### config.mk
export PLATFORM = sky130hd
export DESIGN_NAME = asttm_top
export DESIGN_NICKNAME = d
export VERILOG_FILES = /design/src/hdl/asttm_pkg.sv /design/src/hdl/asttm_top.sv
export VERILOG_INCLUDE_DIRS = /design/src /design/src/hdl
export SDC_FILE = /design/constraint.sdc
export NUM_CORES = 1
export LEC_CHECK = 0
export BUFFER_PORTS_ARGS = -buffer_cell sky130_fd_sc_hd__buf_4
export CAP_MARGIN = 40
export CORE_MARGIN = 8
export CORE_UTILIZATION = 59
export DETAILED_ROUTE_END_ITERATION = 16
export GPL_ROUTABILITY_DRIVEN = 0
export PLACE_DENSITY = 0.83
export SLEW_MARGIN = 20
export SYNTH_ARGS = -nofsm -noshare
export SYNTH_HDL_FRONTEND = slang
export SYNTH_SLANG_ARGS = --single-unit
### constraint.sdc
create_clock -name clk_i -period 2.9 [get_ports clk_i]
set_input_delay 0.725 -clock clk_i [delete_from_list [all_inputs] [get_ports clk_i]]
set_output_delay 0.725 -clock clk_i [all_outputs]
set_load 0.05 [all_outputs]
### src/hdl/asttm_regs.svh
// register offsets, field positions, reset values and timing constants
`ifndef ASTTM_REGS_SVH
`define ASTTM_REGS_SVH

// register offsets on the serial-interface register port
`define ASTTM_OFS_STAT1      8'h41
`define ASTTM_OFS_STAT2      8'h42
`define ASTTM_OFS_MASK1      8'h74
`define ASTTM_OFS_MASK2      8'h75
`define ASTTM_OFS_CFG3       8'h78
`define ASTTM_OFS_TMR        8'h79
`define ASTTM_OFS_TMR_LIM    8'h7a
`define ASTTM_OFS_CFG4       8'h7d

// configuration field positions
`define ASTTM_CFG3_ALERT_BIT 0
`define ASTTM_CFG3_THR_BIT   1
`define ASTTM_CFG3_FULL_SPEED_OVERRIDE_BIT 2
`define ASTTM_CFG4_MF_LSB    0
`define ASTTM_CFG4_MF_MSB    1
`define ASTTM_MASK1_SUM_BIT  7

// reset values, timer full scale and count step
`define ASTTM_RST_BYTE       8'h00
`define ASTTM_RST_MASK       8'h00
`define ASTTM_RST_CFG        8'h00
`define ASTTM_RST_TMR_LIM    8'h00
`define ASTTM_RST_VID        6'h00
`define ASTTM_TMR_FULL       8'hff
`define ASTTM_TMR_ONE        8'h01

// throttle timer resolution, clock period and tick counter width
`define ASTTM_TMR_LSB_NS     22760000
`define ASTTM_CLK_NS         8
`define ASTTM_TICK_W         22
`define ASTTM_TICK_ZERO      22'h000000

// open-drain output level while driving
`define ASTTM_OD_LOW         1'b0

`endif

### src/hdl/asttm_pkg.sv
// types shared by the alert, status and throttle timer block
package asttm_pkg;

  // role of the multi-function pin, in register encoding order
  typedef enum logic [1:0] {
    ASTTM_MF_TACH,
    ASTTM_MF_THR,
    ASTTM_MF_ALERT,
    ASTTM_MF_GPIO
  } asttm_mf_mode_t;

  // out-of-limit levels from the comparators and fault detectors
  typedef struct packed {
    logic diode2_fault;
    logic diode1_fault;
    logic fan4_slow;
    logic fan_three_slow_flag_slow;
    logic fan_two_slow_flag_slow;
    logic fan_one_slow_flag_slow;
    logic overtemp;
    logic twelve_volt;
    logic remote2_temp;
    logic local_temp;
    logic remote1_temp;
    logic five_volt;
    logic main_supply;
    logic cpu_core_supply;
    logic two_five_volt;
  } asttm_cond_t;

  // one access on the internal register port
  typedef struct packed {
    logic [7:0] addr;
    logic       wr;
    logic       rd;
    logic [7:0] wdata;
  } asttm_reg_req_t;

endpackage

### src/hdl/asttm_top.sv
// sticky status, masks, alert pin, pin function select and throttle timer
`timescale 1ns/10ps
`default_nettype none
`include "asttm_regs.svh"

// Functional notes
// - primary status top bit shows any secondary status bit is set
// - primary bits 6..1 flag temperature and supply window violations
// - primary bit 0 flags 2.5 V, or throttle line when so configured
// - secondary bits 7 and 6 flag remote diode 2 and 1 faults
// - secondary bit 5 flags fan 4 slow, timer limit, or gpio state
// - secondary bits 4..2 flag fans 3, 2, 1 below minimum speed
// - secondary bit 1 flags a critical throttle temperature overrun
// - secondary bit 0 flags 12 V violation or voltage id change
// - status bit stays set until condition gone and register read
// - alert stays low while out of limit and until status read
// - mask blocks only the alert, status still sets
// - primary mask mirrors primary status; top bit masks all secondary
// - secondary mask mirrors secondary status bit for bit
// - alert off after reset; config bit picks alert or fan drive 2
// - two-bit field picks tach, throttle, alert or gpio role
// - throttle enable makes dedicated pin throttle, else 2.5 V input
// - override runs fans full while throttle low, if already running
// - timer sums throttle-asserted time, clears on read, saturates
// - bit 0 sets on first assertion, then counts 22.76 ms units
// - read during assertion restarts timer with bit 0 set
// - timer above limit sets secondary bit 5 in throttle role; zero limit on first
module asttm_top
  import asttm_pkg::*;
#(
  parameter int TMR_TICK_CYCLES = `ASTTM_TMR_LSB_NS / `ASTTM_CLK_NS
) (
  input  wire logic           clk_i,
  input  wire logic           rst_n_i,
  input  wire asttm_reg_req_t reg_req_i,
  output logic [7:0]          reg_rdata_o,
  output logic                reg_rvalid_o,
  input  wire asttm_cond_t    cond_i,
  input  wire logic [5:0]     voltage_id_code_i,
  input  wire logic           vid_change_sel_i,
  input  wire logic           fans_running_i,
  input  wire logic           fan_drive_2_i,
  input  wire logic           thermal_throttle_line_line_n_i,
  input  wire logic           mf_pin_i,
  output logic                mf_pin_o,
  output logic                mf_pin_oe_o,
  output logic                pin10_o,
  output logic                pin10_oe_o,
  output logic                fan_full_speed_o
);

  logic [7:0]           stat1_ff;
  logic [7:0]           stat2_ff;
  logic [7:0]           mask1_ff;
  logic [7:0]           mask2_ff;
  logic [7:0]           cfg3_ff;
  logic [7:0]           cfg4_ff;
  logic [7:0]           tmr_lim_ff;
  logic [7:0]           units_ff;
  logic                 seen_ff;
  logic [`ASTTM_TICK_W-1:0] tick_ff;
  logic [5:0]           vid_prev_ff;
  logic                 vid_valid_ff;
  logic                 alert_act_ff;
  logic [7:0]           stat1_src;
  logic [7:0]           stat2_src;
  logic [7:0]           tmr_value;
  logic                 thermal_throttle_line_en;
  logic                 ded_act;
  logic                 mf_act;
  logic                 thr_act;
  logic                 thr_exceed;
  logic                 vid_change;
  logic                 mf_bit;
  logic                 alert_any;
  logic                 rd_stat1;
  logic                 rd_stat2;
  logic                 rd_tmr;
  logic                 tick_done;
  asttm_mf_mode_t       mf_mode;

  // register port decode
  assign rd_stat1 = reg_req_i.rd && (reg_req_i.addr == `ASTTM_OFS_STAT1);
  assign rd_stat2 = reg_req_i.rd && (reg_req_i.addr == `ASTTM_OFS_STAT2);
  assign rd_tmr   = reg_req_i.rd && (reg_req_i.addr == `ASTTM_OFS_TMR);

  // pin roles: the multi-function pin only throttles with enable set
  assign mf_mode  = asttm_mf_mode_t'(
                    cfg4_ff[`ASTTM_CFG4_MF_MSB:`ASTTM_CFG4_MF_LSB]);
  assign thermal_throttle_line_en = cfg3_ff[`ASTTM_CFG3_THR_BIT];
  assign ded_act  = thermal_throttle_line_en && !thermal_throttle_line_line_n_i;
  assign mf_act   = thermal_throttle_line_en && (mf_mode == ASTTM_MF_THR)
                    && !mf_pin_i;
  assign thr_act  = ded_act || mf_act;

  // a zero limit trips on the first assertion, else on exceeding it
  assign thr_exceed = (tmr_lim_ff == `ASTTM_RST_TMR_LIM) ? seen_ff
                      : (units_ff > tmr_lim_ff);

  // voltage id change, suppressed until one sample has been taken
  assign vid_change = vid_valid_ff && (vid_prev_ff != voltage_id_code_i);

  // shared bit 5 follows the multi-function pin role
  always_comb begin
    unique case (mf_mode)
      ASTTM_MF_TACH:  mf_bit = cond_i.fan4_slow;
      ASTTM_MF_THR:   mf_bit = thermal_throttle_line_en && thr_exceed;
      ASTTM_MF_ALERT: mf_bit = 1'b0;
      ASTTM_MF_GPIO:  mf_bit = mf_pin_i;
    endcase
  end

  // raw set sources, laid out as the status registers
  assign stat1_src = {1'b0,
                      cond_i.remote2_temp,
                      cond_i.local_temp,
                      cond_i.remote1_temp,
                      cond_i.five_volt,
                      cond_i.main_supply,
                      cond_i.cpu_core_supply,
                      thermal_throttle_line_en ? ded_act : cond_i.two_five_volt};
  assign stat2_src = {cond_i.diode2_fault,
                      cond_i.diode1_fault,
                      mf_bit,
                      cond_i.fan_three_slow_flag_slow,
                      cond_i.fan_two_slow_flag_slow,
                      cond_i.fan_one_slow_flag_slow,
                      cond_i.overtemp,
                      vid_change_sel_i ? vid_change
                                       : cond_i.twelve_volt};

  // sticky status: a read clears only bits whose cause is gone, set wins
  always_ff @(posedge clk_i or negedge rst_n_i) begin
    if (!rst_n_i) begin
      stat1_ff <= `ASTTM_RST_BYTE;
      stat2_ff <= `ASTTM_RST_BYTE;
    end else begin
      stat1_ff <= (rd_stat1 ? `ASTTM_RST_BYTE : stat1_ff) | stat1_src;
      stat2_ff <= (rd_stat2 ? `ASTTM_RST_BYTE : stat2_ff) | stat2_src;
    end
  end

  // writable configuration, masks and timer limit
  always_ff @(posedge clk_i or negedge rst_n_i) begin
    if (!rst_n_i) begin
      mask1_ff   <= `ASTTM_RST_MASK;
      mask2_ff   <= `ASTTM_RST_MASK;
      cfg3_ff    <= `ASTTM_RST_CFG;
      cfg4_ff    <= `ASTTM_RST_CFG;
      tmr_lim_ff <= `ASTTM_RST_TMR_LIM;
    end else if (reg_req_i.wr) begin
      unique case (reg_req_i.addr)
        `ASTTM_OFS_MASK1:   mask1_ff   <= reg_req_i.wdata;
        `ASTTM_OFS_MASK2:   mask2_ff   <= reg_req_i.wdata;
        `ASTTM_OFS_CFG3:    cfg3_ff    <= reg_req_i.wdata;
        `ASTTM_OFS_CFG4:    cfg4_ff    <= reg_req_i.wdata;
        `ASTTM_OFS_TMR_LIM: tmr_lim_ff <= reg_req_i.wdata;
        default:            ;
      endcase
    end
  end

  // timer value: bit 0 alone until the first unit has passed
  assign tmr_value = (units_ff == `ASTTM_RST_BYTE)
                     ? {7'h00, seen_ff} : units_ff;

  // read data one cycle after the strobe; unmapped offsets read zero
  always_ff @(posedge clk_i or negedge rst_n_i) begin
    if (!rst_n_i) begin
      reg_rdata_o  <= `ASTTM_RST_BYTE;
      reg_rvalid_o <= 1'b0;
    end else begin
      reg_rvalid_o <= reg_req_i.rd;
      if (reg_req_i.rd) begin
        unique case (reg_req_i.addr)
          `ASTTM_OFS_STAT1:   reg_rdata_o <= {|stat2_ff,
                                              stat1_ff[6:0]};
          `ASTTM_OFS_STAT2:   reg_rdata_o <= stat2_ff;
          `ASTTM_OFS_MASK1:   reg_rdata_o <= mask1_ff;
          `ASTTM_OFS_MASK2:   reg_rdata_o <= mask2_ff;
          `ASTTM_OFS_CFG3:    reg_rdata_o <= cfg3_ff;
          `ASTTM_OFS_CFG4:    reg_rdata_o <= cfg4_ff;
          `ASTTM_OFS_TMR:     reg_rdata_o <= tmr_value;
          `ASTTM_OFS_TMR_LIM: reg_rdata_o <= tmr_lim_ff;
          default:            reg_rdata_o <= `ASTTM_RST_BYTE;
        endcase
      end
    end
  end

  // tick divider runs only while asserted, so partial periods accumulate
  assign tick_done = (tick_ff == `ASTTM_TICK_W'(TMR_TICK_CYCLES - 1));

  always_ff @(posedge clk_i or negedge rst_n_i) begin
    if (!rst_n_i) begin
      tick_ff <= `ASTTM_TICK_ZERO;
    end else if (rd_tmr || tick_done) begin
      tick_ff <= `ASTTM_TICK_ZERO;
    end else if (thr_act) begin
      tick_ff <= tick_ff + `ASTTM_TICK_W'(1);
    end
  end

  // unit count saturates at full scale; a read restarts from zero
  always_ff @(posedge clk_i or negedge rst_n_i) begin
    if (!rst_n_i) begin
      units_ff <= `ASTTM_RST_BYTE;
      seen_ff  <= 1'b0;
    end else if (rd_tmr) begin
      units_ff <= `ASTTM_RST_BYTE;
      seen_ff  <= thr_act;
    end else begin
      if (thr_act) begin
        seen_ff <= 1'b1;
      end
      if (thr_act && tick_done && (units_ff != `ASTTM_TMR_FULL)) begin
        units_ff <= units_ff + `ASTTM_TMR_ONE;
      end
    end
  end

  // last voltage id sample for change detection
  always_ff @(posedge clk_i or negedge rst_n_i) begin
    if (!rst_n_i) begin
      vid_prev_ff  <= `ASTTM_RST_VID;
      vid_valid_ff <= 1'b0;
    end else begin
      vid_prev_ff  <= voltage_id_code_i;
      vid_valid_ff <= 1'b1;
    end
  end

  // unmasked status drives the alert; summary mask covers all secondary
  assign alert_any = (|(stat1_ff[6:0] & ~mask1_ff[6:0]))
                     || ((|(stat2_ff & ~mask2_ff))
                         && !mask1_ff[`ASTTM_MASK1_SUM_BIT]);

  always_ff @(posedge clk_i or negedge rst_n_i) begin
    if (!rst_n_i) begin
      alert_act_ff <= 1'b0;
    end else begin
      alert_act_ff <= alert_any;
    end
  end

  // pin drive: alert pins are open drain, fan drive 2 is push-pull
  always_ff @(posedge clk_i or negedge rst_n_i) begin
    if (!rst_n_i) begin
      pin10_o     <= 1'b0;
      pin10_oe_o  <= 1'b0;
      mf_pin_o    <= `ASTTM_OD_LOW;
      mf_pin_oe_o <= 1'b0;
    end else begin
      if (cfg3_ff[`ASTTM_CFG3_ALERT_BIT]) begin
        pin10_o    <= `ASTTM_OD_LOW;
        pin10_oe_o <= alert_any;
      end else begin
        pin10_o    <= fan_drive_2_i;
        pin10_oe_o <= 1'b1;
      end
      mf_pin_o    <= `ASTTM_OD_LOW;
      mf_pin_oe_o <= (mf_mode == ASTTM_MF_ALERT) && alert_any;
    end
  end

  // full speed only if fans already spin; off when override clear
  always_ff @(posedge clk_i or negedge rst_n_i) begin
    if (!rst_n_i) begin
      fan_full_speed_o <= 1'b0;
    end else begin
      fan_full_speed_o <= cfg3_ff[`ASTTM_CFG3_FULL_SPEED_OVERRIDE_BIT] && thr_act
                          && fans_running_i;
    end
  end
endmodule
`default_nettype wire

=== Word level (Yosys, flattened, before mapping) ===
Index checks and enable logic that the tools add are counted.

* Flip-flop bits (word level): 107
* Latch bits: 0
* RAM bits: 0
* Bits in read-only memories: 0
* Output and inout bits: 14
* Logic and storage cells: 91
* Memories kept: 0

* $add $sub $neg: 2
* Multipliers: 0
* Divide/modulo/power cells: 0
* Magnitude comparators: 1
* Equality and inequality tests: 14
* Shift operators: 0
* Multiplexer cells: 16
* Bitwise logic cells: 6
* Reduce and logical (&&, ||, !) cells: 34

{| class="wikitable"
|+ Operators with widths
! cell !! number
|-
| $eq A8 B7 Y1 const B || 8
|-
| $pmux W8 S8 || 1
|-
| $mux W22 || 2
|-
| $mux W8 || 5
|-
| $add A22 B1 Y22 const B || 1
|-
| $eq A22 B22 Y1 const B || 1
|-
| $logic_not A8 Y1 || 2
|-
| $reduce_or A8 Y1 || 2
|-
| $logic_and A1 B1 Y1 || 14
|-
| $reduce_and A2 Y1 || 5
|-
| $add A8 B1 Y8 const B || 1
|-
| $and A8 B8 Y8 || 1
|-
| $gt A8 B8 Y1 || 1
|-
| $ne A8 B8 Y1 const B || 1
|-
| $not A8 Y8 || 1
|-
| $or A8 B7 Y8 || 1
|-
| $or A8 B8 Y8 || 1
|-
| $and A7 B7 Y7 || 1
|-
| $mux W1 || 7
|-
| $not A7 Y7 || 1
|-
| $reduce_or A7 Y1 || 1
|-
| $ne A6 B6 Y1 || 1
|-
| $reduce_bool A2 Y1 || 3
|-
| $eq A2 B2 Y1 const B || 2
|-
| other kinds (5) || 9
|}

=== Depth between registers and ports, before layout ===
* Word-level depth: 8
* Mapped depth: 8

=== Least setup slack after synthesis ===
OpenSTA, ideal clock, no wires.

* Kind: input port to flip-flop
* Start point: input reg_req_i[13] (netlist name)
* End point: register reg_rdata_o[0]
* Library setup time: 0.085 ns
* Data arrival time: 2.387 ns
* Setup slack: 0.428 ns
* Cell stages on the path: 7
* Cell sequence: buf_2 -> or4_1 -> or3b_1 -> buf_2 -> a21oi_1 -> o2111ai_2 -> o22ai_1

* Word-level cells in the longest chain between the ends: 2
* Elaborated cells on any way between the ends: 9

{| class="wikitable"
|+ Ends and longest elaborated chain
! what !! RTL line !! text
|-
| start: declaration || asttm_top.sv:35 || <nowiki>input wire asttm_reg_req_t reg_req_i,</nowiki>
|-
| $eq A8 B7 Y1 || asttm_top.sv:175 || <nowiki>unique case (reg_req_i.addr)</nowiki>
|-
| $pmux W8 S8 (*) || asttm_top.sv:175 ||
|-
| end signal: assignment || asttm_top.sv:176 || <nowiki>`ASTTM_OFS_STAT1: reg_rdata_o <= {|stat2_ff,</nowiki>
|-
| end signal: assignment || asttm_top.sv:178 || <nowiki>`ASTTM_OFS_STAT2: reg_rdata_o <= stat2_ff;</nowiki>
|-
| end signal: assignment || asttm_top.sv:179 || <nowiki>`ASTTM_OFS_MASK1: reg_rdata_o <= mask1_ff;</nowiki>
|-
| end: declaration || asttm_top.sv:36 || <nowiki>output logic [7:0] reg_rdata_o,</nowiki>
|}

Every way passes the cells marked *; elsewhere a longest branch is shown, timed or not.
A chain may end at the register's enable or synchronous reset.

=== Worst setup path after layout ===
* Start point: input reg_req_i[10] (netlist name)
* End point: register cfg4_ff[7]

* Word-level cells in the longest chain between the ends: 2

{| class="wikitable"
|+ Ends and longest elaborated chain
! what !! RTL line !! text
|-
| $eq A8 B7 Y1 || asttm_top.sv:152 || <nowiki>unique case (reg_req_i.addr)</nowiki>
|-
| $reduce_and A2 Y1 (no source line) || -- ||
|-
| end signal: assignment || asttm_top.sv:149 || <nowiki>cfg4_ff <= `ASTTM_RST_CFG;</nowiki>
|-
| end signal: assignment || asttm_top.sv:156 || <nowiki>`ASTTM_OFS_CFG4: cfg4_ff <= reg_req_i.wdata;</nowiki>
|-
| end: declaration || asttm_top.sv:57 || <nowiki>logic [7:0] cfg4_ff;</nowiki>
|}

No other way between the ends.

==> results_dict.tcl <==
set metrics [dict create \
    firstDrtPassIters 7 \
    wl_per_cell_um 18.92 \
    synthesis.nets 574 \
    fmax_ghz 0.4412 \
    cts_setup_buffers 0 \
    crit_type "input port to flop" \
    p_per_area_nw_per_um2 443.7 \
    synthTopCellsByArea "dfrtp_1, mux2_2, nor2_1" \
    start_util_pct 59.37 \
    largest_reg_flops 22 \
    grt_overflow 0 \
    synthTopCellsByCount "dfrtp_1, nor2_1, mux2_2" \
    period_share_pct 78.17 \
    critPathMaxFanout 17 \
    num_vias 4343 \
    die_w_um 111.5 \
    postRouteAntennaNets 0 \
    drc 0 \
    leakagePower_nw 2.909 \
    clkTransAtPathRegs_ns 0.10 \
    yosysMostFrequentCell "dfrtp_1" \
    rr_endpoint "units_ff[5]" \
    die_h_um 111.5 \
    drive_above_1_share_pct 23.56 \
    regArea_um2 2653 \
    hold_ws_ns 0.4123 \
    synth_warnings 0 \
    final_core_util_pct 68.60 \
    drv_cap 0 \
    cts_tree "built" \
    ys_types 50 \
    synth_top_area_share_pct 49.29 \
    ir_drop_v 0.0002531 \
    max_slew_margin_pct 58.17 \
    reg2regPathDepth 6 \
    netlist_area_um2 5381 \
    hp-class "input port to async pin" \
    r2r_start "cfg4_ff[0]" \
    synth-async-reset-ratio_pct 100.0 \
    cts_buffer_depth 2 \
    ys_seq_area_share_pct 49.29 \
    rows 35 \
    drt_wl_total_mm 13.26 \
    skew_ns 0.007099 \
    io_buffers 58 \
    synth_top_area_cell "dfrtp_1" \
    rsz0062_at_grt "no" \
    multi_input_area_um2 2509 \
    clk_latency_ns 0.37 \
    dieArea_um2 12430 \
    syn_avg_cell_area_um2 10.41 \
    post_cts_resized 0 \
    io_pins 60 \
    fill_cells 671 \
    drt_iter0_markers 294 \
    synth-seq-cells 106 \
    drt-vias-per-instance 6.195 \
    setup_viol 0 \
    status "finished clean" \
    root_buffer "clkbuf_8" \
    hold_viol 0 \
    cts_htree_levels 3 \
    crit_path_start_kind "input port" \
    synthFlopType "dfrtp_1" \
    grt_pass1_wl_mm 21.96 \
    cts_hold_buf 0 \
    dpl.hpwl_mm 9.812 \
    drv_slew 0 \
    cts-buffers-inserted 9 \
    worstMarginPinSlew_ns 0.6116 \
    regToRegSetupSlack_ns 0.80 \
    grt_pass1_vias 4390 \
    finalNetCount 643 \
    grt_max_degree 107 \
    postSynthCellCount 517 \
    syn_to_final_growth_pct 15.55 \
    fin_crit_ns 2.267 \
    grt_usage_pct 21.77 \
    cts.sinks 106 \
    antenna_found_initial 0 \
    placeableCoreArea_um2 9065 \
    cp.arrival_ns 2.52 \
    synth-edff-count 0 \
    max_flop_register "tick_ff" \
    num_antenna_cells 0 \
    tns_ns 0 \
    crit_path_end_kind "flop" \
    critPathRequiredTime_ns 3.16 \
]
kinds of logic (layout without fill, tap and decap cells):
group	after synthesis	count (layout)	share of synthesized area, %
other	2	2	0.1396
AO/OA/AOI/OAI	86	86	11.11
buffers and inverters	56	129	4.092
adder cells (fa/ha/maj)	11	11	2.558
multiplexers	57	57	11.56
AND/OR/NAND/NOR	167	167	16.04
flip-flops	106	106	49.29
XOR/XNOR	32	32	5.208
placed cells by master (no fill, tap or decap), types with 14 or more instances in the layout:
| master | synthesis | final |
|---|---|---|
| buf_4 | 2 | 75 |
| mux2i_1 | 16 | 16 |
| nand2_1 | 29 | 29 |
| dfrtp_1 | 106 | 106 |
| inv_1 | 37 | 37 |
| xor2_1 | 20 | 20 |
| o22ai_1 | 20 | 20 |
| a21o_1 | 14 | 14 |
| nand4_1 | 15 | 15 |
| nand3_1 | 24 | 24 |
| nor2_1 | 47 | 47 |
| mux2_2 | 41 | 41 |
worst max-delay path by stage:
| stage | start | endpoint | slack (ns) | cells after the start |
|---|---|---|---|---|
| after CTS | reg_req_i[13] | reg_rdata_o[1] | 0.67 | 7 |
| final | reg_req_i[10] | cfg4_ff[7] | 0.63 | 6 |
| after floorplan | reg_req_i[13] | reg_rdata_o[0] | 0.43 | 7 |
| after global routing | reg_req_i[13] | reg_rdata_o[6] | 0.56 | 6 |
| after global placement | reg_req_i[13] | reg_rdata_o[1] | 0.32 | 7 |
| after detailed placement | reg_req_i[13] | reg_rdata_o[1] | 0.29 | 7 |
metrics by stage:
stage	power, mW	cells	setup slack (ns)	instance area, um^2
4_1_cts	2.773	700	0.6681	6213
2_1_floorplan	1.740	517	0.4280	5381
3_3_place_gp	1.869	685	0.3235	6022
3_5_place_dp	1.883	685	0.2884	6022
6_report	2.759	701	0.6332	6218
5_1_grt	2.862	701	0.5568	6218
power by group:
part	leakage [nW]	internal (mW)	switching, mW
clock	0.0970	0.399	0.505
sequential	1.36	1.53	0.0487
combinational	1.46	0.127	0.149
layer usage:
layer | up-vias | track usage [%] | part of all wire [%]
li1 | 1973 | - | -
met1 | 2107 | 27.32 | 41
met2 | 212 | 35.23 | 47
met3 | 51 | 4.275 | 7.7
met4 | 0 | 10.85 | 3.7
met5 | - | 0 | 0
cell type report:
| class | instances | share of cell area [%] |
|---|---|---|
| clock buffer | 9 | 1.992 |
| multi-input combinational | 355 | 40.34 |
| inverter | 37 | 2.233 |
| timing repair buffer | 77 | 9.457 |
| sequential | 106 | 42.66 |
| tap | 111 | 2.233 |
| clock inverter | 6 | 1.087 |
critical path, stage by stage:
cell and delay (ns):
buf_4 0.18, nor2b_1 0.34, buf_4 0.24, and3_1 0.24, nand3_1 0.38, mux2_2 0.42
Note: power is estimated with default switching activity, not from simulation.
